File: config.mk
export PLATFORM = sky130hd
export DESIGN_NAME = rwm_ctrl
export DESIGN_NICKNAME = d
export VERILOG_FILES = /design/src/common/rwm_pkg.sv /design/src/rtl/rwm_ctrl.sv
export SDC_FILE = /design/constraint.sdc
export NUM_CORES = 1
export LEC_CHECK = 0
export BUFFER_PORTS_ARGS = -buffer_cell sky130_fd_sc_hd__clkbuf_2
export CAP_MARGIN = 20
export CORE_ASPECT_RATIO = 0.8
export CORE_UTILIZATION = 45
export CTS_CLUSTER_SIZE = 20
export DETAILED_ROUTE_END_ITERATION = 8
export PLACE_DENSITY = 0.77
export SETUP_SLACK_MARGIN = 0.2
export SLEW_MARGIN = 10
export SYNTH_ARGS = -nofsm -noshare
export SYNTH_HDL_FRONTEND = slang
export SYNTH_SLANG_ARGS = --single-unit
File: constraint.sdc
create_clock -name ref_clk -period 2.5 [get_ports ref_clk]
set_input_delay 0.25 -clock ref_clk [delete_from_list [all_inputs] [get_ports ref_clk]]
set_output_delay 0.25 -clock ref_clk [all_outputs]
set_load 0.02 [all_outputs]
File: src/common/rwm_pkg.sv
// Package: register map, field layout, window addresses and mode codes
package rwm_pkg;
	// ****************************************
	// Register offsets (byte addresses)
	// ****************************************
	localparam logic [7:0] OFS_STC  = 8'h00;
	localparam logic [7:0] OFS_MDC  = 8'h04;
	localparam logic [7:0] OFS_SYC  = 8'h08;
	localparam logic [7:0] OFS_DIR1 = 8'h0C;
	localparam logic [7:0] OFS_DIR2 = 8'h10;
	// ****************************************
	// Field positions and reset values
	// ****************************************
	localparam int BIT_IICW  = 4;
	localparam int BIT_FLSW  = 3;
	localparam int BIT_RSVD  = 2;
	localparam int BIT_EXTERNAL_EXPANSION_ENABLE  = 7;
	localparam int BIT_STRB  = 6;
	localparam logic [7:0] RST_STC  = 8'h00;
	localparam logic [7:0] RST_DIR  = 8'h00;
	localparam logic [7:0] MSK_STC  = 8'hFB;
	localparam logic [1:0] RESP_OK  = 2'h0;
	localparam logic [1:0] RESP_ERR = 2'h2;
	// ****************************************
	// Mode pin codes
	// ****************************************
	localparam logic [2:0] MODE_1 = 3'h1;
	localparam logic [2:0] MODE_2 = 3'h2;
	localparam logic [2:0] MODE_3 = 3'h3;
	// ****************************************
	// Shared window addresses
	// ****************************************
	localparam logic [23:0] A_88 = 24'hFFFF88;
	localparam logic [23:0] A_89 = 24'hFFFF89;
	localparam logic [23:0] A_8E = 24'hFFFF8E;
	localparam logic [23:0] A_8F = 24'hFFFF8F;
	localparam logic [23:0] A_A0 = 24'hFFFFA0;
	localparam logic [23:0] A_A1 = 24'hFFFFA1;
	localparam logic [23:0] A_A6 = 24'hFFFFA6;
	localparam logic [23:0] A_A7 = 24'hFFFFA7;
	localparam logic [23:0] A_D8 = 24'hFFFFD8;
	localparam logic [23:0] A_D9 = 24'hFFFFD9;
	localparam logic [23:0] A_DE = 24'hFFFFDE;
	localparam logic [23:0] A_DF = 24'hFFFFDF;
	localparam logic [23:0] A_E6 = 24'hFFFEE6;
	localparam logic [23:0] A_80 = 24'hFFFF80;
	localparam logic [23:0] A_87 = 24'hFFFF87;
	localparam logic [23:0] A_FA8 = 24'hFFFEA8;
	localparam logic [23:0] A_FAE = 24'hFFFEAE;
	localparam logic [23:0] A_IO_LO = 24'hFFF000;
	localparam logic [23:0] A_IO_HI = 24'hFFF7FF;
	// Which register set answers the current CPU address
	typedef struct packed {
		logic serial_channel_one;
		logic serial_channel_two;
		logic iic_channel_one;
		logic iic_channel_zero;
		logic pulse_width_converter;
		logic display_channel_switch_reg;
		logic powerdown_ctl;
		logic flash_ctl;
		logic reserved_area;
	} rwm_win_s;
	// Port functions derived from the operating mode
	typedef struct packed {
		logic       advanced_mode;
		logic       rom_enable;
		logic       emulation_enable;
		logic       expanded;
		logic       rom_ram_limited;
		logic       port3_data_bus;
		logic       port4_bus_ctl;
		logic [7:0] port1_addr_en;
		logic [7:0] port2_addr_en;
	} rwm_mode_s;
endpackage : rwm_pkg

File: src/rtl/rwm_ctrl.sv
// Register window and operating mode control with AXI4-Lite registers
`timescale 1ns/1ps
// Notes on behaviour
// - Window select 0: serial channel 1 answers at FF88-89 and FF8E-8F.
// - Window select 1: IIC channel 1 replaces serial channel there.
// - Window select 1: pulse width converter at FFA0-A1 and FFA6-A7.
// - Window select 1: IIC channel 0 at FFD8-DF pairs, switch at FEE6.
// - Flash select 0: power-down controls at FF80-87, FEA8-FEAE reserved.
// - Flash select 1: flash controls at FEA8-FEAE, FF80-87 reserved.
// - Select bits reset to 0; STC writes mask the reserved bit to 0.
// - Two-bit timer clock select goes out to the timer.
// - Mode 1: advanced space, no ROM, ports 1-4 carry the bus.
// - Mode 1 has no on-chip emulation support.
// - 16-Mbyte modes reach external addresses only with strobe function.
// - Mode 2: advanced space, ROM on, single chip after reset.
// - Modes 2 and 3 stay single chip until expansion enable set.
// - Expanded modes 2, 3: ports 1,2 drive address only where direction bit is 1.
// - Mode 3: 64K normal space, ROM 56K and RAM 4K limits.
// - Mode pins latched into readback on first mode register read; reset releases.
// - Strobe low, in expanded modes only, in FFF000-FFF7FF when selected, else on any external.
module rwm_ctrl
	import rwm_pkg::*;
(
	input  wire logic        ref_clk,
	input  wire logic        rst_n,
	input  wire logic [7:0]  s_axi_awaddr,
	input  wire logic        s_axi_awvalid,
	output logic             s_axi_awready,
	input  wire logic [31:0] s_axi_wdata,
	input  wire logic [3:0]  s_axi_wstrb,
	input  wire logic        s_axi_wvalid,
	output logic             s_axi_wready,
	output logic [1:0]       s_axi_bresp,
	output logic             s_axi_bvalid,
	input  wire logic        s_axi_bready,
	input  wire logic [7:0]  s_axi_araddr,
	input  wire logic        s_axi_arvalid,
	output logic             s_axi_arready,
	output logic [31:0]      s_axi_rdata,
	output logic [1:0]       s_axi_rresp,
	output logic             s_axi_rvalid,
	input  wire logic        s_axi_rready,
	input  wire logic [23:0] cpu_addr,
	input  wire logic        ext_access,
	input  wire logic [2:0]  mode_pin,
	output rwm_win_s         win_sel,
	output logic [1:0]       timer_clock_select,
	output rwm_mode_s        mode_cfg,
	output logic             mode_valid,
	output logic             ext_addr_ok,
	output logic             shared_strobe_pin_n
);
	// ****************************************
	// Register state
	// ****************************************
	logic [7:0] stc;
	logic       external_expansion_enable;
	logic       strobe_function_select;
	logic [7:0] dir1;
	logic [7:0] dir2;
	logic [2:0] mode_select_readback;
	logic       rb_latched;
	logic [2:0] mode_q;
	logic       wr_go;
	logic       rd_go;
	logic [31:0] next_rdata;
	logic       rd_hit;
	logic       wr_hit;
	logic       iic_window_select;
	logic       flash_window_select;

	assign iic_window_select   = stc[BIT_IICW];
	assign flash_window_select = stc[BIT_FLSW];

	// ****************************************
	// AXI4-Lite handshakes
	// ****************************************
	// Address and data are taken together so a write never half-lands
	assign wr_go         = s_axi_awvalid && s_axi_wvalid && !s_axi_bvalid;
	assign s_axi_awready = wr_go;
	assign s_axi_wready  = wr_go;
	assign rd_go         = s_axi_arvalid && !s_axi_rvalid;
	assign s_axi_arready = rd_go;
	assign wr_hit = (s_axi_awaddr == OFS_STC) || (s_axi_awaddr == OFS_MDC) ||
		(s_axi_awaddr == OFS_SYC) || (s_axi_awaddr == OFS_DIR1) ||
		(s_axi_awaddr == OFS_DIR2);

	always_ff @(posedge ref_clk or negedge rst_n) begin
		if (!rst_n) begin
			s_axi_bvalid <= 1'b0;
			s_axi_bresp  <= RESP_OK;
		end else if (wr_go) begin
			s_axi_bvalid <= 1'b1;
			s_axi_bresp  <= wr_hit ? RESP_OK : RESP_ERR;
		end else if (s_axi_bready) begin
			s_axi_bvalid <= 1'b0;
		end
	end

	always_ff @(posedge ref_clk or negedge rst_n) begin
		if (!rst_n) begin
			stc                    <= RST_STC;
			external_expansion_enable                   <= 1'b0;
			strobe_function_select <= 1'b0;
			dir1                   <= RST_DIR;
			dir2                   <= RST_DIR;
		end else if (wr_go && s_axi_wstrb[0]) begin
			case (s_axi_awaddr)
				// Reserved bit is held at its reset value
				OFS_STC:  stc <= s_axi_wdata[7:0] & MSK_STC;
				OFS_MDC:  external_expansion_enable <= s_axi_wdata[BIT_EXTERNAL_EXPANSION_ENABLE];
				OFS_SYC:  strobe_function_select <= s_axi_wdata[BIT_STRB];
				OFS_DIR1: dir1 <= s_axi_wdata[7:0];
				OFS_DIR2: dir2 <= s_axi_wdata[7:0];
				default:  stc <= stc;
			endcase
		end
	end

	always_comb begin
		next_rdata = '0;
		rd_hit     = 1'b1;
		case (s_axi_araddr)
			OFS_STC:  next_rdata[7:0] = stc;
			OFS_MDC:  begin
				next_rdata[BIT_EXTERNAL_EXPANSION_ENABLE] = external_expansion_enable;
				next_rdata[2:0] = rb_latched ? mode_select_readback : mode_pin;
			end
			OFS_SYC:  next_rdata[BIT_STRB] = strobe_function_select;
			OFS_DIR1: next_rdata[7:0] = dir1;
			OFS_DIR2: next_rdata[7:0] = dir2;
			default:  rd_hit = 1'b0;
		endcase
	end

	always_ff @(posedge ref_clk or negedge rst_n) begin
		if (!rst_n) begin
			s_axi_rvalid <= 1'b0;
			s_axi_rdata  <= '0;
			s_axi_rresp  <= RESP_OK;
		end else if (rd_go) begin
			s_axi_rvalid <= 1'b1;
			s_axi_rdata  <= next_rdata;
			s_axi_rresp  <= rd_hit ? RESP_OK : RESP_ERR;
		end else if (s_axi_rready) begin
			s_axi_rvalid <= 1'b0;
		end
	end

	// ****************************************
	// Mode pin readback latch and mode strap
	// ****************************************
	always_ff @(posedge ref_clk or negedge rst_n) begin
		if (!rst_n) begin
			rb_latched           <= 1'b0;
			mode_select_readback <= '0;
		end else if (rd_go && s_axi_araddr == OFS_MDC && !rb_latched) begin
			rb_latched           <= 1'b1;
			mode_select_readback <= mode_pin;
		end
	end

	// Strap is caught on the first edge after release, never by the reset
	always_ff @(posedge ref_clk or negedge rst_n) begin
		if (!rst_n) begin
			mode_valid <= 1'b0;
			mode_q     <= '0;
		end else if (!mode_valid) begin
			mode_valid <= 1'b1;
			mode_q     <= mode_pin;
		end
	end

	always_ff @(posedge ref_clk or negedge rst_n) begin
		if (!rst_n) begin
			mode_cfg <= '0;
		end else begin
			mode_cfg.advanced_mode <= (mode_q == MODE_1) ||
				(mode_q == MODE_2);
			mode_cfg.rom_enable <= (mode_q == MODE_2) ||
				(mode_q == MODE_3);
			mode_cfg.emulation_enable <= mode_valid &&
				(mode_q != MODE_1);
			mode_cfg.rom_ram_limited <= (mode_q == MODE_3);
			mode_cfg.expanded <= (mode_q == MODE_1) || (external_expansion_enable &&
				((mode_q == MODE_2) || (mode_q == MODE_3)));
			mode_cfg.port3_data_bus <= (mode_q == MODE_1) || external_expansion_enable;
			mode_cfg.port4_bus_ctl  <= (mode_q == MODE_1) || external_expansion_enable;
			if (mode_q == MODE_1) begin
				mode_cfg.port1_addr_en <= '1;
				mode_cfg.port2_addr_en <= '1;
			end else if (external_expansion_enable) begin
				mode_cfg.port1_addr_en <= dir1;
				mode_cfg.port2_addr_en <= dir2;
			end else begin
				mode_cfg.port1_addr_en <= '0;
				mode_cfg.port2_addr_en <= '0;
			end
		end
	end

	// Only 16 address lines leave the chip, so wide modes need the strobe
	always_ff @(posedge ref_clk or negedge rst_n) begin
		if (!rst_n) begin
			ext_addr_ok <= 1'b0;
		end else begin
			ext_addr_ok <= mode_cfg.expanded && (!mode_cfg.advanced_mode ||
				strobe_function_select);
		end
	end

	always_ff @(posedge ref_clk or negedge rst_n) begin
		if (!rst_n) begin
			shared_strobe_pin_n <= 1'b1;
		end else begin
			shared_strobe_pin_n <= !(ext_access && mode_cfg.expanded &&
				(!strobe_function_select || (cpu_addr >= A_IO_LO &&
				cpu_addr <= A_IO_HI)));
		end
	end

	assign timer_clock_select = stc[1:0];

	// ****************************************
	// Shared window decode
	// ****************************************
	function automatic logic in_rng(input logic [23:0] a,
		input logic [23:0] lo, input logic [23:0] hi);
		return (a >= lo) && (a <= hi);
	endfunction : in_rng

	logic hit_88;
	logic hit_a0;
	logic hit_d8;
	logic hit_80;
	logic hit_ea8;
	assign hit_88  = in_rng(cpu_addr, A_88, A_89) ||
		in_rng(cpu_addr, A_8E, A_8F);
	assign hit_a0  = in_rng(cpu_addr, A_A0, A_A1) ||
		in_rng(cpu_addr, A_A6, A_A7);
	assign hit_d8  = in_rng(cpu_addr, A_D8, A_D9) ||
		in_rng(cpu_addr, A_DE, A_DF);
	assign hit_80  = in_rng(cpu_addr, A_80, A_87);
	assign hit_ea8 = in_rng(cpu_addr, A_FA8, A_FAE);

	always_ff @(posedge ref_clk or negedge rst_n) begin
		if (!rst_n) begin
			win_sel <= '0;
		end else begin
			win_sel.serial_channel_one <= hit_88 && !iic_window_select;
			win_sel.iic_channel_one    <= hit_88 && iic_window_select;
			win_sel.serial_channel_two <= (hit_a0 || hit_d8) &&
				!iic_window_select;
			win_sel.pulse_width_converter <= hit_a0 && iic_window_select;
			win_sel.iic_channel_zero   <= hit_d8 && iic_window_select;
			win_sel.display_channel_switch_reg <= (cpu_addr == A_E6) &&
				iic_window_select;
			win_sel.powerdown_ctl <= hit_80 && !flash_window_select;
			win_sel.flash_ctl     <= hit_ea8 && flash_window_select;
			win_sel.reserved_area <= flash_window_select ? hit_80 :
				hit_ea8;
		end
	end
endmodule : rwm_ctrl

=== Word-level counts from Yosys, hierarchy flattened ===
Index checks and enable logic that the tools add are counted.

* Reductions and logical operators: 60
* Equality and inequality tests: 13
* Magnitude comparators: 18
* Mux-type cells: 15

{| class="wikitable"
|+ Operator list
! operator !! number
|-
| $ge 24x24->1 const B || 9
|-
| $le 24x24->1 const B || 9
|-
| $eq 8x4->1 const B || 4
|-
| $mux 16 || 2
|-
| $logic_and 1x1->1 || 28
|-
| $eq 24x24->1 const B || 1
|-
| $eq 8x3->1 const B || 2
|-
| $eq 8x5->1 const B || 2
|-
| $logic_not 8->1 || 2
|-
| $logic_or 1x1->1 || 14
|-
| $pmux 3 s4 || 1
|-
| $reduce_and 2->1 || 5
|-
| $pmux 3 s3 || 1
|-
| $logic_not 1->1 || 8
|-
| $pmux 1 s4 || 2
|-
| $eq 3x2->1 const B || 2
|-
| $mux 1 || 6
|-
| $reduce_or 5->1 || 1
|-
| $mux 2 || 2
|-
| $reduce_bool 2->1 || 2
|-
| $eq 3x1->1 const B || 1
|-
| $mux 3 || 1
|-
| $ne 3x1->1 const B || 1
|}

* Bits of input ports: 87
* Flip-flop bits (word level): 80
* Output and inout bits: 78
* Logic and storage cells: 139

=== Longest topological paths before layout ===
Gate-level depths: netlist (run 1).

* Depth in word-level cells: 6
* Depth in mapped cells: 5
* Gate-level depth less buffers: 4

=== Least setup slack after synthesis (run 1) ===
Ideal clock, no wire load.

* Path type: input port to flip-flop
* From: input port s_axi_awaddr[0]
* To: register dir1[0]
* Data required time: 2.375 ns
* Buffers on the path: 1
* Stages on the path: 5
* Library setup time: 0.125 ns
* Slack: 0.405 ns
* Arrival time: 1.969 ns
* Cell sequence: or4_4 or2_4 or4_4 buf_6 mux2_4

* Word-level cells in the longest chain between the ends: 2

{| class="wikitable"
|+ Ends and longest elaborated chain
! element !! line !! RTL
|-
| from (decl) || rwm_ctrl.sv:26 || <nowiki>input wire logic [7:0] s_axi_awaddr,</nowiki>
|-
| $eq 8x4->1 || rwm_ctrl.sv:108 || <nowiki>case (s_axi_awaddr)</nowiki>
|-
| $reduce_and 2->1 (no line) || n/a ||
|-
| to (signal assigned) || rwm_ctrl.sv:113 || <nowiki>OFS_DIR1: dir1 <= s_axi_wdata[7:0];</nowiki>
|-
| to (decl) || rwm_ctrl.sv:59 || <nowiki>logic [7:0] dir1;</nowiki>
|}

Every way passes these cells.
A chain may end at the register's enable or synchronous reset.

=== Final worst setup path (run 1) ===
* From: register s_axi_bvalid
* To: register stc[6]

* Word-level cells in the longest chain between the ends: 4

{| class="wikitable"
|+ Ends and longest elaborated chain
! element !! line !! RTL
|-
| from (decl) || rwm_ctrl.sv:34 || <nowiki>output logic s_axi_bvalid,</nowiki>
|-
| from (signal assigned) || rwm_ctrl.sv:90 || <nowiki>s_axi_bvalid <= 1'b0;</nowiki>
|-
| from (signal assigned) || rwm_ctrl.sv:93 || <nowiki>s_axi_bvalid <= 1'b1;</nowiki>
|-
| from (signal assigned) || rwm_ctrl.sv:96 || <nowiki>s_axi_bvalid <= 1'b0;</nowiki>
|-
| $logic_not 1->1 || rwm_ctrl.sv:79 || <nowiki>assign wr_go = s_axi_awvalid && s_axi_wvalid && !s_axi_bvalid;</nowiki>
|-
| $logic_and 1x1->1 || rwm_ctrl.sv:79 ||
|-
| $logic_and 1x1->1 || rwm_ctrl.sv:107 || <nowiki>end else if (wr_go && s_axi_wstrb[0]) begin</nowiki>
|-
| $reduce_and 2->1 (no line) || n/a ||
|-
| to (signal assigned) || rwm_ctrl.sv:110 || <nowiki>OFS_STC: stc <= s_axi_wdata[7:0] & MSK_STC;</nowiki>
|-
| to (signal assigned) || rwm_ctrl.sv:115 || <nowiki>default: stc <= stc;</nowiki>
|-
| to (decl) || rwm_ctrl.sv:56 || <nowiki>logic [7:0] stc;</nowiki>
|}

Every way passes these cells.

==> results of run 1 <==
-- cells in the mapped netlist (2+ instances only) --
cell type / number
sky130_fd_sc_hd__o21a_1: 2
sky130_fd_sc_hd__nor4b_1: 2
sky130_fd_sc_hd__clkbuf_1: 9
sky130_fd_sc_hd__xnor2_1: 2
sky130_fd_sc_hd__a31oi_1: 3
sky130_fd_sc_hd__nand2b_1: 4
sky130_fd_sc_hd__mux2i_1: 10
sky130_fd_sc_hd__or2_2: 5
sky130_fd_sc_hd__or4_1: 3
sky130_fd_sc_hd__nand2_1: 16
sky130_fd_sc_hd__mux2_2: 21
sky130_fd_sc_hd__o21ai_0: 14
sky130_fd_sc_hd__nand3b_1: 3
sky130_fd_sc_hd__conb_1: 2
sky130_fd_sc_hd__inv_1: 8
sky130_fd_sc_hd__nor2_1: 12
sky130_fd_sc_hd__nor2b_1: 4
sky130_fd_sc_hd__buf_4: 30
sky130_fd_sc_hd__nand4_1: 4
sky130_fd_sc_hd__or4_4: 2
sky130_fd_sc_hd__dfrtp_1: 77
sky130_fd_sc_hd__nor3_1: 5
sky130_fd_sc_hd__mux2_4: 8
sky130_fd_sc_hd__nor4_1: 3
sky130_fd_sc_hd__o311ai_0: 2
sky130_fd_sc_hd__a21o_1: 17
sky130_fd_sc_hd__a21oi_1: 3
sky130_fd_sc_hd__a22o_1: 3
sky130_fd_sc_hd__nand3_1: 12
-- state kept, by name, indices dropped and copies added (netlist names) --
register                   count
dir1                           8
dir2                           8
ext_addr_ok                    1
external_expansion_enable      1
mode_cfg                      22
mode_q                         3
mode_select_readback           3
mode_valid                     1
rb_latched                     1
s_axi_bresp                    1
s_axi_bvalid                   1
s_axi_rdata                    8
s_axi_rresp                    1
s_axi_rvalid                   1
shared_strobe_pin_n            1
stc                            7
strobe_function_select         1
win_sel                        9
-- how the worst min path moves through the flow --
stage / endpoint / depth (start not counted)
finish: s_axi_rdata[0] / 1
global route: shared_strobe_pin_n / 2
CTS: shared_strobe_pin_n / 2
detailed placement: shared_strobe_pin_n / 2
global placement: shared_strobe_pin_n / 2
floorplan: dir1[0] / 0
-- metrics by stage --
| stage | setup slack [ns] | cells | power [mW] | utilization (%) |
|---|---|---|---|---|
| floorplan | 0.405 | 330 | 1.56 | - |
| global placement | 0.294 | 511 | 1.67 | 54.8 |
| detailed placement | 0.271 | 511 | 1.68 | 54.8 |
| CTS | 0.606 | 527 | 2.53 | 57.1 |
| global route | 0.505 | 527 | 2.61 | 57.1 |
| finish | 0.615 | 527 | 2.50 | 57.1 |
-- power by group --
| part | total, mW | leakage (nW) | internal, mW | switching [mW] |
|---|---|---|---|---|
| combinational | 0.319 | 1.22 | 0.110 | 0.209 |
| sequential | 1.33 | 1.03 | 1.31 | 0.0251 |
| clock | 0.847 | 0.0866 | 0.370 | 0.477 |
-- cell type report --
cell class                 instances  share of cell area (%)
sequential                        78                    45.4
multi-input combinational        203                    32.7
timing repair buffer             117                    14.0
tap                              105                    3.05
clock buffer                       9                    2.88
clock inverter                     7                    1.28
inverter                           8                   0.698
-- kinds of logic after synthesis --
kind of cell              count (synthesis)  share of synthesized area, %
AOI/OAI and AO/OA                        51                          9.72
xor gates and xnor gates                  2                         0.491
DFF                                      78                          54.8
muxes                                    39                          12.8
buffers and inverters                    49                          8.53
and+or+nand+nor                          84                          13.4
other                                     2                         0.211
-- metal layers --
metal	global-route usage, %	part of all wire [%]
met3	3.57	5.4
met4	8.84	1.7
met5	0	0
met1	26.1	47
met2	29.3	46
-- worst reg2reg max path: stages, from the launching register on --
cell and delay (ns):
sky130_fd_sc_hd__dfrtp_1 0.39, sky130_fd_sc_hd__nand3b_1 0.27, sky130_fd_sc_hd__or4_1 0.51, sky130_fd_sc_hd__nor2_1 0.09, sky130_fd_sc_hd__buf_4 0.17, sky130_fd_sc_hd__mux2_2 0.34
==> impl.org, run 1 <==
** Setup path
- The critical path goes through nand3b_1, or4_1, nor2_1, buf_4, mux2_2.
- Critical Setup Path Class :: register to register
- Reg-to-reg endpoint :: stc[6]
- Of all nets on the critical path, the largest fanout is 7.
- The largest single stage delay on the critical path is 0.51 ns.
- In this run the register-to-register setup slack is 0.62 ns.
- Worst Path Required :: 2.73 ns
- Worst setup SP type :: register
- Critical Path End Type :: register
- Count of buffer and inverter cells on the critical path :: 1
- In this run the critical register-to-register path is launched from s_axi_bvalid.
- Data arrives at the worst endpoint at 2.12 ns.
- Startpoint of the worst setup timing path :: s_axi_bvalid
- The slowest stage of the critical path is the sky130_fd_sc_hd__or4_1 cell.
- Top Family by Delay on Critical Path :: simple AND/OR/NAND/NOR gates
- R2r worst-path depth :: 5
- In this run the worst setup path terminates at stc[6].
- In this run the number of cells on the critical path is 5.

** Layout
- Summed area of non-filler cells in the final layout :: 4300 µm²
- Multi-input gate area in the final layout :: 1410 µm²
- At the end of the flow, the number of nets in the layout was 504.
- Area growth from synthesis to final layout :: 20.7%
- Sequential cell area in the final layout :: 1950 µm²
- Layout fillers :: 651
- The library cells used most frequently in the layout, excluding fill and tap cells, are 110 x sky130_fd_sc_hd__clkbuf_2, 77 x sky130_fd_sc_hd__dfrtp_1, 27 x sky130_fd_sc_hd__conb_1, 21 x sky130_fd_sc_hd__mux2_2, 17 x sky130_fd_sc_hd__a21o_1.
- The number of antenna diodes in the final layout is 0.
- Cells with a size suffix above 1 make up 41.5% of the layout.
- Leaving out fill and tap cells, the most frequent cell in the layout is sky130_fd_sc_hd__clkbuf_2.

** Yosys
- The synthesized netlist contains 48 unique library cells.
- Prevailing post-synth register cell :: sky130_fd_sc_hd__dfrtp_1
- Fraction of synthesized cell area taken by the top area cell type :: 54.1%
- EDFF count, synth :: 0
- Average instance area after synthesis :: 11.7 µm²
- For this run, asynchronously set or reset flops after synthesis account for 100%.
- Number of warning messages in the yosys log :: 0
- Sorting the synthesized cells by area gives the leading types as sky130_fd_sc_hd__dfrtp_1 54%, sky130_fd_sc_hd__mux2_2 6.6%, sky130_fd_sc_hd__buf_4 6.3%, sky130_fd_sc_hd__a21o_1 3.6%, sky130_fd_sc_hd__mux2_4 3.4%.
- Part of the Yosys area used for sequential elements :: 54.8%
- Synthesis produced a netlist whose cell count is 305.
- Library cell occupying the most area in the post-synthesis netlist :: sky130_fd_sc_hd__dfrtp_1
- Post-synthesis instance area :: 3560 µm²
- Flip-flop and latch count after synthesis :: 78

** Clock network
- Htree depth :: 3
- Source-to-sink clock delay at the later pin of the worst-skew pair :: 0.35 ns
- Number of buffers inserted during clock tree synthesis :: 9
- Clock sinks :: 78
- Gates resized during post-CTS repair numbered 0.
- Clock tree root buffer cell :: sky130_fd_sc_hd__clkbuf_8
- The clock passes through at most 2 buffers.
- TritonCTS built the clock tree.
- In this run the post-CTS setup repair buffer count came out at 0.
- After clock tree synthesis, the clock-pin slew on the worst setup and hold paths is 0.09 ns.
- Number of hold buffers added after cts :: 0

** Floorplan
- The die covers 8280 µm².
- Floorplan core area :: 7530 µm²
- Die outline height :: 81.6 µm
- Effective utilization at floorplan :: 47.3%
- 165 I/O pins were placed.
- Placement Rows :: 28
- In this run the horizontal extent of the chip is 102 µm.

** Detailed routing
- The routed layout has 2,640 vias.
- DRC :: 0
- DR pass1 iterations :: 4
- In this run, the number of DRC markers left after iteration 0 of detailed routing was 152.
- Detail-routed net length per standard cell :: 14.0 µm
- Via density :: 5.01
- The routed design has 7390 µm of wire.
- Antenna Violating Nets Remaining :: 0

** STA
- Number of failing hold endpoints at the final stage :: 0
- Setup repair after global routing left no endpoint under its margin.
- The max-slew violation count came to 0.
- Setup-failing EPs final :: 0
- Measured against its own limit, the worst slew margin works out to 37.3%.
- Transition at the pin with the smallest max-transition slack :: 0.941 ns
- After routing, the total negative slack on setup checks comes to 0 ns.
- Between clock sinks in the finished design, the worst skew comes to 0.0128 ns.
- Across all hold checks on the routed design, the worst slack comes to 0.0427 ns.
- Fmax :: 531 MHz
- Post-route minimum period :: 1.88 ns
- Share of the clock period used by the worst path :: 75.4%

** Global route
- Global-route usage over all layers :: 19.0%
- For this run the aggregate overflow at the end of global routing stands at 0.
- Initial antenna violation count :: 0
- Entering global routing, the biggest net connects 79 pins.
- The number of global-route vias before repair came to 2,477.
- The first global-routing pass estimated 11,900 µm of wire.

** Worst hold path
- Type of the most critical hold path :: input port to async pin

** Placed design
- Placed Instance Area :: 4120 µm²
- Detailed placement ended at an HPWL of 5470 µm.
- Routability-driven placement finished with a final weighted congestion of 0.866.
- In this run the tool buffered the top-level ports with 111 buffer cells.

** Outcome
- Run status :: finished, final reports clean

** Pwr
- The analysis attributes to cell leakage a power of 2.34 nW.
- Worst vdd rail ir drop :: 0.264 mV
- PwrDens :: 580 nW/µm²

** Run
- Number of max-cap violations :: 0
Power figures use the tool's default switching activity.
==> inputs of run 2 (changes only) <==
--- a/config.mk
+++ b/config.mk
@@ -5,13 +5,14 @@
 export SDC_FILE = /design/constraint.sdc
 export NUM_CORES = 1
 export LEC_CHECK = 0
+export ABC_AREA = 1
 export BUFFER_PORTS_ARGS = -buffer_cell sky130_fd_sc_hd__clkbuf_2
 export CAP_MARGIN = 20
 export CORE_ASPECT_RATIO = 0.8
 export CORE_UTILIZATION = 45
 export CTS_CLUSTER_SIZE = 20
 export DETAILED_ROUTE_END_ITERATION = 8
-export PLACE_DENSITY = 0.77
+export PLACE_DENSITY = 0.76
 export SETUP_SLACK_MARGIN = 0.2
 export SLEW_MARGIN = 10
 export SYNTH_ARGS = -nofsm -noshare
==> constraint.sdc (replaced) <==
create_clock -name ref_clk -period 1.9 [get_ports ref_clk]
set_input_delay 0.19 -clock ref_clk [delete_from_list [all_inputs] [get_ports ref_clk]]
set_output_delay 0.19 -clock ref_clk [all_outputs]
set_load 0.02 [all_outputs]
==> run 2 against run 1 <==
Effect of this change: worst setup slack lost 0.28 ns; clock skew shrank 0.0020 ns; sequential cell count is the same; hold slack worse by 0.019 ns; register-to-register slack got worse by 0.20 ns; combinational power is 50% higher; power up 37%; synthesized cell count is 56% higher; design area rose by 7.6%; count of clock-buffer cells in the layout did not move; sequential power is 32% higher; critical path type is now register to output pin.
==> impl.org, run 2 <==
** Outcome
- Run status :: finished, final reports clean

** Yosys
- The mapped netlist covers 3860 µm².
- For this run, the number of Yosys warnings is 0.
- The synthesized design devotes to its leading area cell type 49.9% of total area.
- Post-synthesis async set-or-reset flop share :: 100%
- Number of distinct library cell variants in the gate-level netlist after synthesis :: 31
- The most used flip-flop cell after synthesis is sky130_fd_sc_hd__dfrtp_1.
- The commonest cells after synthesis are 122 x sky130_fd_sc_hd__nand2_1, 77 x sky130_fd_sc_hd__dfrtp_1, 60 x sky130_fd_sc_hd__inv_1.
- Library cell occupying the most area in the post-synthesis netlist :: sky130_fd_sc_hd__dfrtp_1
- In the post-synthesis netlist, the cell with the most instances is sky130_fd_sc_hd__nand2_1.
- Part of the Yosys area used for sequential elements :: 50.6%
- In this run, synthesis inferred 0 flip-flops with an integrated enable.
- Flip-flop and latch count after synthesis :: 78
- Counting every instance in the synthesized netlist gives 477.
- Top post-synthesis cells by area :: sky130_fd_sc_hd__dfrtp_1 50%, sky130_fd_sc_hd__nand2_1 12%, sky130_fd_sc_hd__o21ai_0 7.0%, sky130_fd_sc_hd__buf_4 6.0%, sky130_fd_sc_hd__inv_1 5.8%
- Averaged over all synthesized cells, the footprint is 8.09 µm².

** Setup path
- Worst setup SP type :: register
- Among the stages of the critical path, the cell type that occurs most often is sky130_fd_sc_hd__inv_1.
- Arrival time at the worst endpoint :: 1.37 ns
- CP peak stage delay :: 0.38 ns
- Max stage delay cell, worst path :: sky130_fd_sc_hd__dfrtp_1
- STA puts the critical path data required time at 1.71 ns.
- The setup path with the least slack is of type register to output pin.
- CP cell instances :: inv_1, nand2_1, inv_1, clkbuf_2
- The worst setup path is captured at an output pin.
- Worst-path fanout max :: 11

** Global route
- The initial antenna violation count was 0.
- Entering global routing, the biggest net connects 36 pins.
- Via count of the first global-routing pass :: 3,403
- Wire length of the first global-routing pass :: 15,500 µm
- Global-route usage over all layers :: 22.0%
- Total gr overflow :: 0

** Detailed routing
- DR pass1 iterations :: 5
- Routed vias :: 3,550
- Total routed wirelength :: 9370 µm
- The first routing iteration left 228 violations.
- Using the TritonRoute via totals, the vias-per-cell ratio works out to 5.04.
- In the routed design, unresolved DRC markers number 0.
- Detail-routed net length per standard cell :: 13.3 µm
- The count of nets left with antenna violations once routing finished came out at 0.

** Floorplan
- Overall die area :: 8950 µm²
- The region available for standard cell placement spans 8130 µm².
- Measured along the y axis, the die boundary spans 84.8 µm.
- Pin placement for this block handled 165 I/O pins.
- Placement Rows :: 29
- Once the floorplan was initialized, standard cells occupied 47.5% of the core.
- In this run the horizontal extent of the chip is 106 µm.

** Clock network
- Clk buf depth :: 2
- After clock tree synthesis, the clock-pin slew on the worst setup and hold paths is 0.08 ns.
- Post-CTS Setup Bufs :: 0
- Number of buffers inserted during clock tree synthesis :: 9
- After clock tree synthesis, the repair step resized 0 gates.
- CTS placed an instance of sky130_fd_sc_hd__clkbuf_8 at the clock tree root.
- The clock tree synthesis step divided the H-tree into 3 levels.
- Clock tree from TritonCTS :: done
- Number of hold buffers added after cts :: 3
- Source-to-sink clock delay at the later pin of the worst-skew pair :: 0.35 ns
- Clock sinks :: 78

** Placed design
- During placement, the flow inserted port buffers numbering 111.
- Routability-driven placement finished with a final weighted congestion of 0.967.
- The HPWL after detailed placement is 7210 µm.
- Counting tap cells, the placed design contains a total of 686 instances.
- In this run the cell area measured after placement is 4410 µm².

** Pwr
- PwrDens :: 739 nW/µm²
- The worst-case IR drop observed on VDD is 0.378 mV.
- Summed over all cells, the static leakage comes to 2.46 nW.

** Worst hold path
- The worst hold path belongs to the class input port to register.

** Layout
- Most common library cell in the layout ignoring fill and taps :: sky130_fd_sc_hd__nand2_1
- From synthesis to final layout, the design area changed by 19.9%.
- Number of flip-flops under the largest register name :: 22
- Summed area of non-filler cells in the final layout :: 4630 µm²
- The register with the most flip-flops in the final layout is mode_cfg.
- Final design utilization :: 56.9%
- Excluding fillers, the count of instances in the completed layout stands at 704.
- Of the cells placed in the final design, the portion with a size suffix greater than 1 is 24.7%.
- The library cells used most frequently in the layout, excluding fill and tap cells, are 122 x sky130_fd_sc_hd__nand2_1, 110 x sky130_fd_sc_hd__clkbuf_2, 77 x sky130_fd_sc_hd__dfrtp_1, 60 x sky130_fd_sc_hd__inv_1, 54 x sky130_fd_sc_hd__o21ai_0.
- Total inserted antenna cells :: 0
- In the final layout, the registers with the most flip-flops are mode_cfg (22), win_sel (9).
- Post-layout nets :: 679

** STA
- The max-slew violation count is 0.
- Hold WS :: 0.0237 ns
- Setup total negative slack on the finished layout was measured at 0 ns.
- Setup violations remaining at the end of the flow were counted as 0.
- For the pin with the worst max-slew slack, the measured transition is 0.657 ns.
- The worst path uses 82.3% of the clock period.
- The clock arrives with 0.0108 ns of skew.
- Slew HR :: 56.1%
- RSZ-0062 raised after global routing :: no
- Fmax :: 640 MHz
- The number of failing hold endpoints at the final stage came to 0.
- The clock period could shrink to 1.56 ns.

** Run
- Max-cap violations in this run came to 0.
==> run 2: changes by cell type after synthesis, sizes merged, moves of 5 or more <==
| cell | before | now |
|---|---|---|
| a21oi | 3 | 9 |
| nand4 | 4 | 11 |
| mux2i | 10 | 0 |
| or4 | 5 | 0 |
| nor2 | 12 | 41 |
| nand3 | 12 | 24 |
| o21ai | 14 | 61 |
| mux2 | 29 | 0 |
| or2 | 6 | 0 |
| o22ai | 0 | 6 |
| nand2 | 16 | 122 |
| inv | 8 | 61 |
| a21o | 17 | 0 |
==> run 2: worst max-delay path, delay by kind of cell (launching register included) <==
kind,cells,cell delay [ns]
AND/OR/NAND/NOR,1,0.06
flip-flops,1,0.38
buffers and inverters,3,0.58
==> run 2: cell families after synthesis <==
logic type	synth area share [%]
flops	50.6
other cells	0.195
buf+inv	13.2
simple gates	24.1
compound gates	11.9
==> run 2: metal layers <==
metal	vias to the layer above	global-route usage, %	share of wire [%]
met5	-	0	0
met4	0	8.46	2.6
met3	26	4.61	8.6
met2	207	35.0	44
met1	1616	29.8	45
li1	1701	-	-
==> run 2: cell type report <==
cell class / count / area [µm²]
Tap cell: 108 / 135
Sequential cell: 78 / 1950
Multi-Input combinational cell: 322 / 1490
Fill cell: 778 / 3500
Clock buffer: 9 / 124
Timing Repair Buffer: 120 / 633
Clock inverter: 6 / 63.8
Inverter: 61 / 229
==> run 2: path summary, 6_finish.rpt <==
path	start	endpoint	slack [ns]	cells after the start
worst max-delay path	s_axi_rvalid	s_axi_arready	0.34	4
worst min-delay path	s_axi_rready	s_axi_rvalid	0.02	2
worst max register to register	s_axi_bvalid	stc[3]	0.42	6
worst min register to register	mode_cfg[19]	shared_strobe_pin_n	0.46	1
max in group asynchronous	rst_n	mode_cfg[15]	0.98	3
min in group asynchronous	rst_n	s_axi_rvalid	0.32	2
==> run 2: report_power, final <==
group / switching (mW) / total, mW / internal, mW / leakage [nW]
combinational: 0.338 / 0.480 / 0.143 / 1.33
sequential: 0.0353 / 1.76 / 1.72 / 1.04
clock: 0.585 / 1.18 / 0.596 / 0.0911
==> run 2: metrics by stage <==
| step | setup slack [ns] | total power [mW] |
|---|---|---|
| 3_5_place_dp | 0.369 | 2.27 |
| 3_3_place_gp | 0.401 | 2.25 |
| 6_report | 0.337 | 3.42 |
| 2_1_floorplan | 0.371 | 2.10 |
| 5_1_grt | 0.240 | 3.59 |
| 4_1_cts | 0.332 | 3.45 |
==> inputs of run 3 (changes only) <==
--- a/config.mk
+++ b/config.mk
@@ -9,7 +9,7 @@
 export BUFFER_PORTS_ARGS = -buffer_cell sky130_fd_sc_hd__clkbuf_2
 export CAP_MARGIN = 20
 export CORE_ASPECT_RATIO = 0.8
-export CORE_UTILIZATION = 45
+export CORE_UTILIZATION = 43
 export CTS_CLUSTER_SIZE = 20
 export DETAILED_ROUTE_END_ITERATION = 8
 export PLACE_DENSITY = 0.76
==> constraint.sdc (replaced) <==
create_clock -name ref_clk -period 1.3 [get_ports ref_clk]
set_input_delay 0.13 -clock ref_clk [delete_from_list [all_inputs] [get_ports ref_clk]]
set_output_delay 0.13 -clock ref_clk [all_outputs]
set_load 0.02 [all_outputs]
==> run 3 against run 2 <==
Effect of this change: the run now ends with negative setup slack left; worst setup slack lost 0.45 ns; hold slack improved by 0.0094 ns; sequential share of layout area is 4.7 points lower; critical endpoint is now stc[7]; largest cell class unchanged.
==> impl.org, run 3 (synthesis gave the netlist of run 2 again) <==
** Layout
- Final design utilization :: 60.7%
- mode_cfg holds more flip-flops than any other register.
- Post-layout nets :: 718
- From synthesis to final layout, the design area changed by 35.2%.
- Leaving out fill and tap cells, the most frequent cell in the layout is sky130_fd_sc_hd__nand2_1.
- The number of antenna diodes in the final layout is 0.
- Registers with the most flip-flops :: mode_cfg (22), win_sel (9)
- Layout cell share with drive strength beyond 1 :: 33.3%
- The top cell types in the final layout, fill and taps aside, are 113 x sky130_fd_sc_hd__nand2_1, 105 x sky130_fd_sc_hd__clkbuf_2, 73 x sky130_fd_sc_hd__dfrtp_1, 56 x sky130_fd_sc_hd__inv_1, 37 x sky130_fd_sc_hd__o21ai_0.
- Number of flip-flops under the largest register name :: 22

** Setup path
- In this design, the largest share of critical-path delay is due to simple AND/OR/NAND/NOR gates.
- At the worst endpoint, the arrival time is 1.66 ns.
- CP peak stage delay :: 0.47 ns
- Critical Path End Type :: register
- Worst-path fanout max :: 7
- The slowest stage of the critical path belongs to the cell sky130_fd_sc_hd__or3b_4.
- The most critical setup path has its endpoint at stc[7].
- The worst register-to-register path begins at s_axi_bvalid.
- Across all register-to-register paths, the minimum setup slack is -0.11 ns.
- Reg-to-reg endpoint :: stc[7]
- CP cell instances :: inv_2, nand3_4, nor2_4, or3b_4, nand2_1, o21ai_2
- Together, buffers and inverters on the worst path number 1.
- Cell count along the critical path :: 6
- Counting cells, the worst reg-to-reg path comes to 6.
- By startpoint and endpoint, the worst setup path is classified as register to register.
- The worst setup path is launched from a register.
- Worst Path Required :: 1.55 ns
- Tracing the worst setup path back leads to its startpoint at s_axi_bvalid.

** Clock network
- Clk buf depth :: 2
- Number of buffers inserted during clock tree synthesis :: 9
- Htree depth :: 3
- Clock sinks :: 78
- Clock Pin Slew Worst Setup and Hold Paths :: 0.08 ns
- At the later pin of the worst-skew pair, clock insertion delay measures 0.36 ns.
- Clock tree root buffer cell :: sky130_fd_sc_hd__clkbuf_8
- Clock tree from TritonCTS :: done

** Floorplan
- For this design the top-level I/O count stands at 165.
- Floorplan core area :: 8600 µm²
- The die is 86.7 µm tall.
- Horiz. Die Dim :: 108 µm
- Effective utilization at floorplan :: 44.9%
- The initialized floorplan defines 30 standard-cell rows.
- Overall die area :: 9360 µm²

** STA
- Post-route clock skew :: 0.00796 ns
- Share of the clock period used by the worst path :: 108%
- Setup TNS :: -1.30 ns
- Post-route minimum period :: 1.41 ns
- Setup repair after global routing could not meet its margin everywhere.
- For this run, the top clock speed supported by timing is 710 MHz.
- The number of failing hold endpoints at the final stage was 0.
- Setup slack after layout :: -0.109 ns
- Setup-failing EPs final :: 21
- Slew Limit Fails :: 0

** Detailed routing
- Routed vias :: 3,694
- DR pass1 iterations :: 5
- After detailed routing, the number of remaining DRC violations is 0.
- Violation count after the first detailed-routing iteration :: 243
- Detail-routed net length per standard cell :: 13.8 µm
- For this block, the routed nets add up to 10,300 µm of wire.
- Antenna Violating Nets Remaining :: 0
- Using the TritonRoute via totals, the vias-per-cell ratio works out to 4.94.

** Pwr
- Part of the total power dissipated in combinational logic :: 15.1%
- Internal power comes to 4.17 mW.
- The share of total power dissipated in sequential elements is 45.6%.
- Dividing total power by cell area gives a power density of 1080 nW/µm².
- The clock network burns 39.4% of the power.
- Worst vdd rail ir drop :: 0.656 mV
- In this run the static leakage power is 2.75 nW.
- Sw Pwr :: 1.48 mW
- Total power for the finished layout comes to 5.64 mW.
- Net switching is 26.2% of the power.

** Placed design
- Routability-driven placement finished with a final weighted congestion of 0.962.
- Buffers placed on the I/O ports in this run total 111.
- Half-perimeter wire length of the detailed placement result :: 7530 µm
- Prior to clock tree synthesis, the placed netlist has a worst setup slack of -0.130 ns.

** Worst hold path
- Type of the most critical hold path :: input port to register

** Global route
- The number of global-route vias before repair was 3,292.
- Maximum number of pins on one net before global-route repair :: 36
- The first global-routing pass estimated 16,000 µm of wire.
- The initial antenna violation count came to 0.
- Global-route usage over all layers :: 22.7%
- Total gr overflow :: 0

** Outcome
- Run status :: finished, violations left
- Violations in the final reports :: negative setup slack

** Run
- Number of max-cap violations :: 0
==> run 3: worst register-to-register path, cell delays in order (launching register included) <==
cell	delay, ns
sky130_fd_sc_hd__dfrtp_2	0.42
sky130_fd_sc_hd__inv_2	0.08
sky130_fd_sc_hd__nand3_4	0.08
sky130_fd_sc_hd__nor2_4	0.10
sky130_fd_sc_hd__or3b_4	0.47
sky130_fd_sc_hd__nand2_1	0.11
sky130_fd_sc_hd__o21ai_2	0.05
==> run 3: power by group through the flow <==
stage	logic, mW	clock network, mW	registers [mW]
2_1_floorplan	0.353	0	2.71
3_3_place_gp	0.724	0	2.62
3_5_place_dp	0.741	0	2.62
4_1_cts	0.795	2.25	2.57
5_1_grt	0.930	2.36	2.58
6_report	0.850	2.22	2.57
==> run 3: how the worst min path moves through the flow <==
stage	from	depth (start not counted)	slack (ns)	endpoint
finish	mode_pin[2]	3	0.03	mode_select_readback[2]
CTS	mode_pin[2]	3	0.03	mode_select_readback[2]
detailed placement	rst_n	1	0.06	rb_latched
floorplan	rst_n	0	-0.17	dir1[0]
global route	s_axi_wdata[5]	3	0.04	stc[5]
global placement	rst_n	1	0.05	s_axi_rdata[2]
==> run 3: final cells by class <==
cell class | instances | area, µm²
Tap cell | 112 | 140
Clock buffer | 11 | 141
Timing Repair Buffer | 158 | 1070
Clock inverter | 5 | 106
Fill cell | 727 | 3380
Multi-Input combinational cell | 323 | 1570
Sequential cell | 78 | 1960
Inverter | 61 | 231
==> run 3: metrics by stage <==
stage / cells / hold slack, ns / instance area [µm²]
2_1_floorplan: 502 / -0.166 / 3960
3_3_place_gp: 713 / 0.0517 / 4630
3_5_place_dp: 713 / 0.0609 / 4630
4_1_cts: 739 / 0.0255 / 5060
5_1_grt: 748 / 0.0397 / 5220
6_report: 748 / 0.0331 / 5220
==> run 3: what timing repair did <==
item | CTS | global route
pin swaps | 2 | 12
setup buffers | 4 | 8
gates resized for setup | 34 | 32
hold buffers | 4 | 0
cloned | 2 | 1
endpoints found under the setup margin | 37 | 50
endpoints found under the hold margin | 42 | 0
==> run 3: routing by layer <==
layer  part of all wire [%]  GRT usage [%]  routed length (µm)
met4                    3.2           12.2                 333
met1                     45           30.8                4650
met5                      0              0                   0
met2                     44           34.0                4550
met3                    7.7           4.96                 794
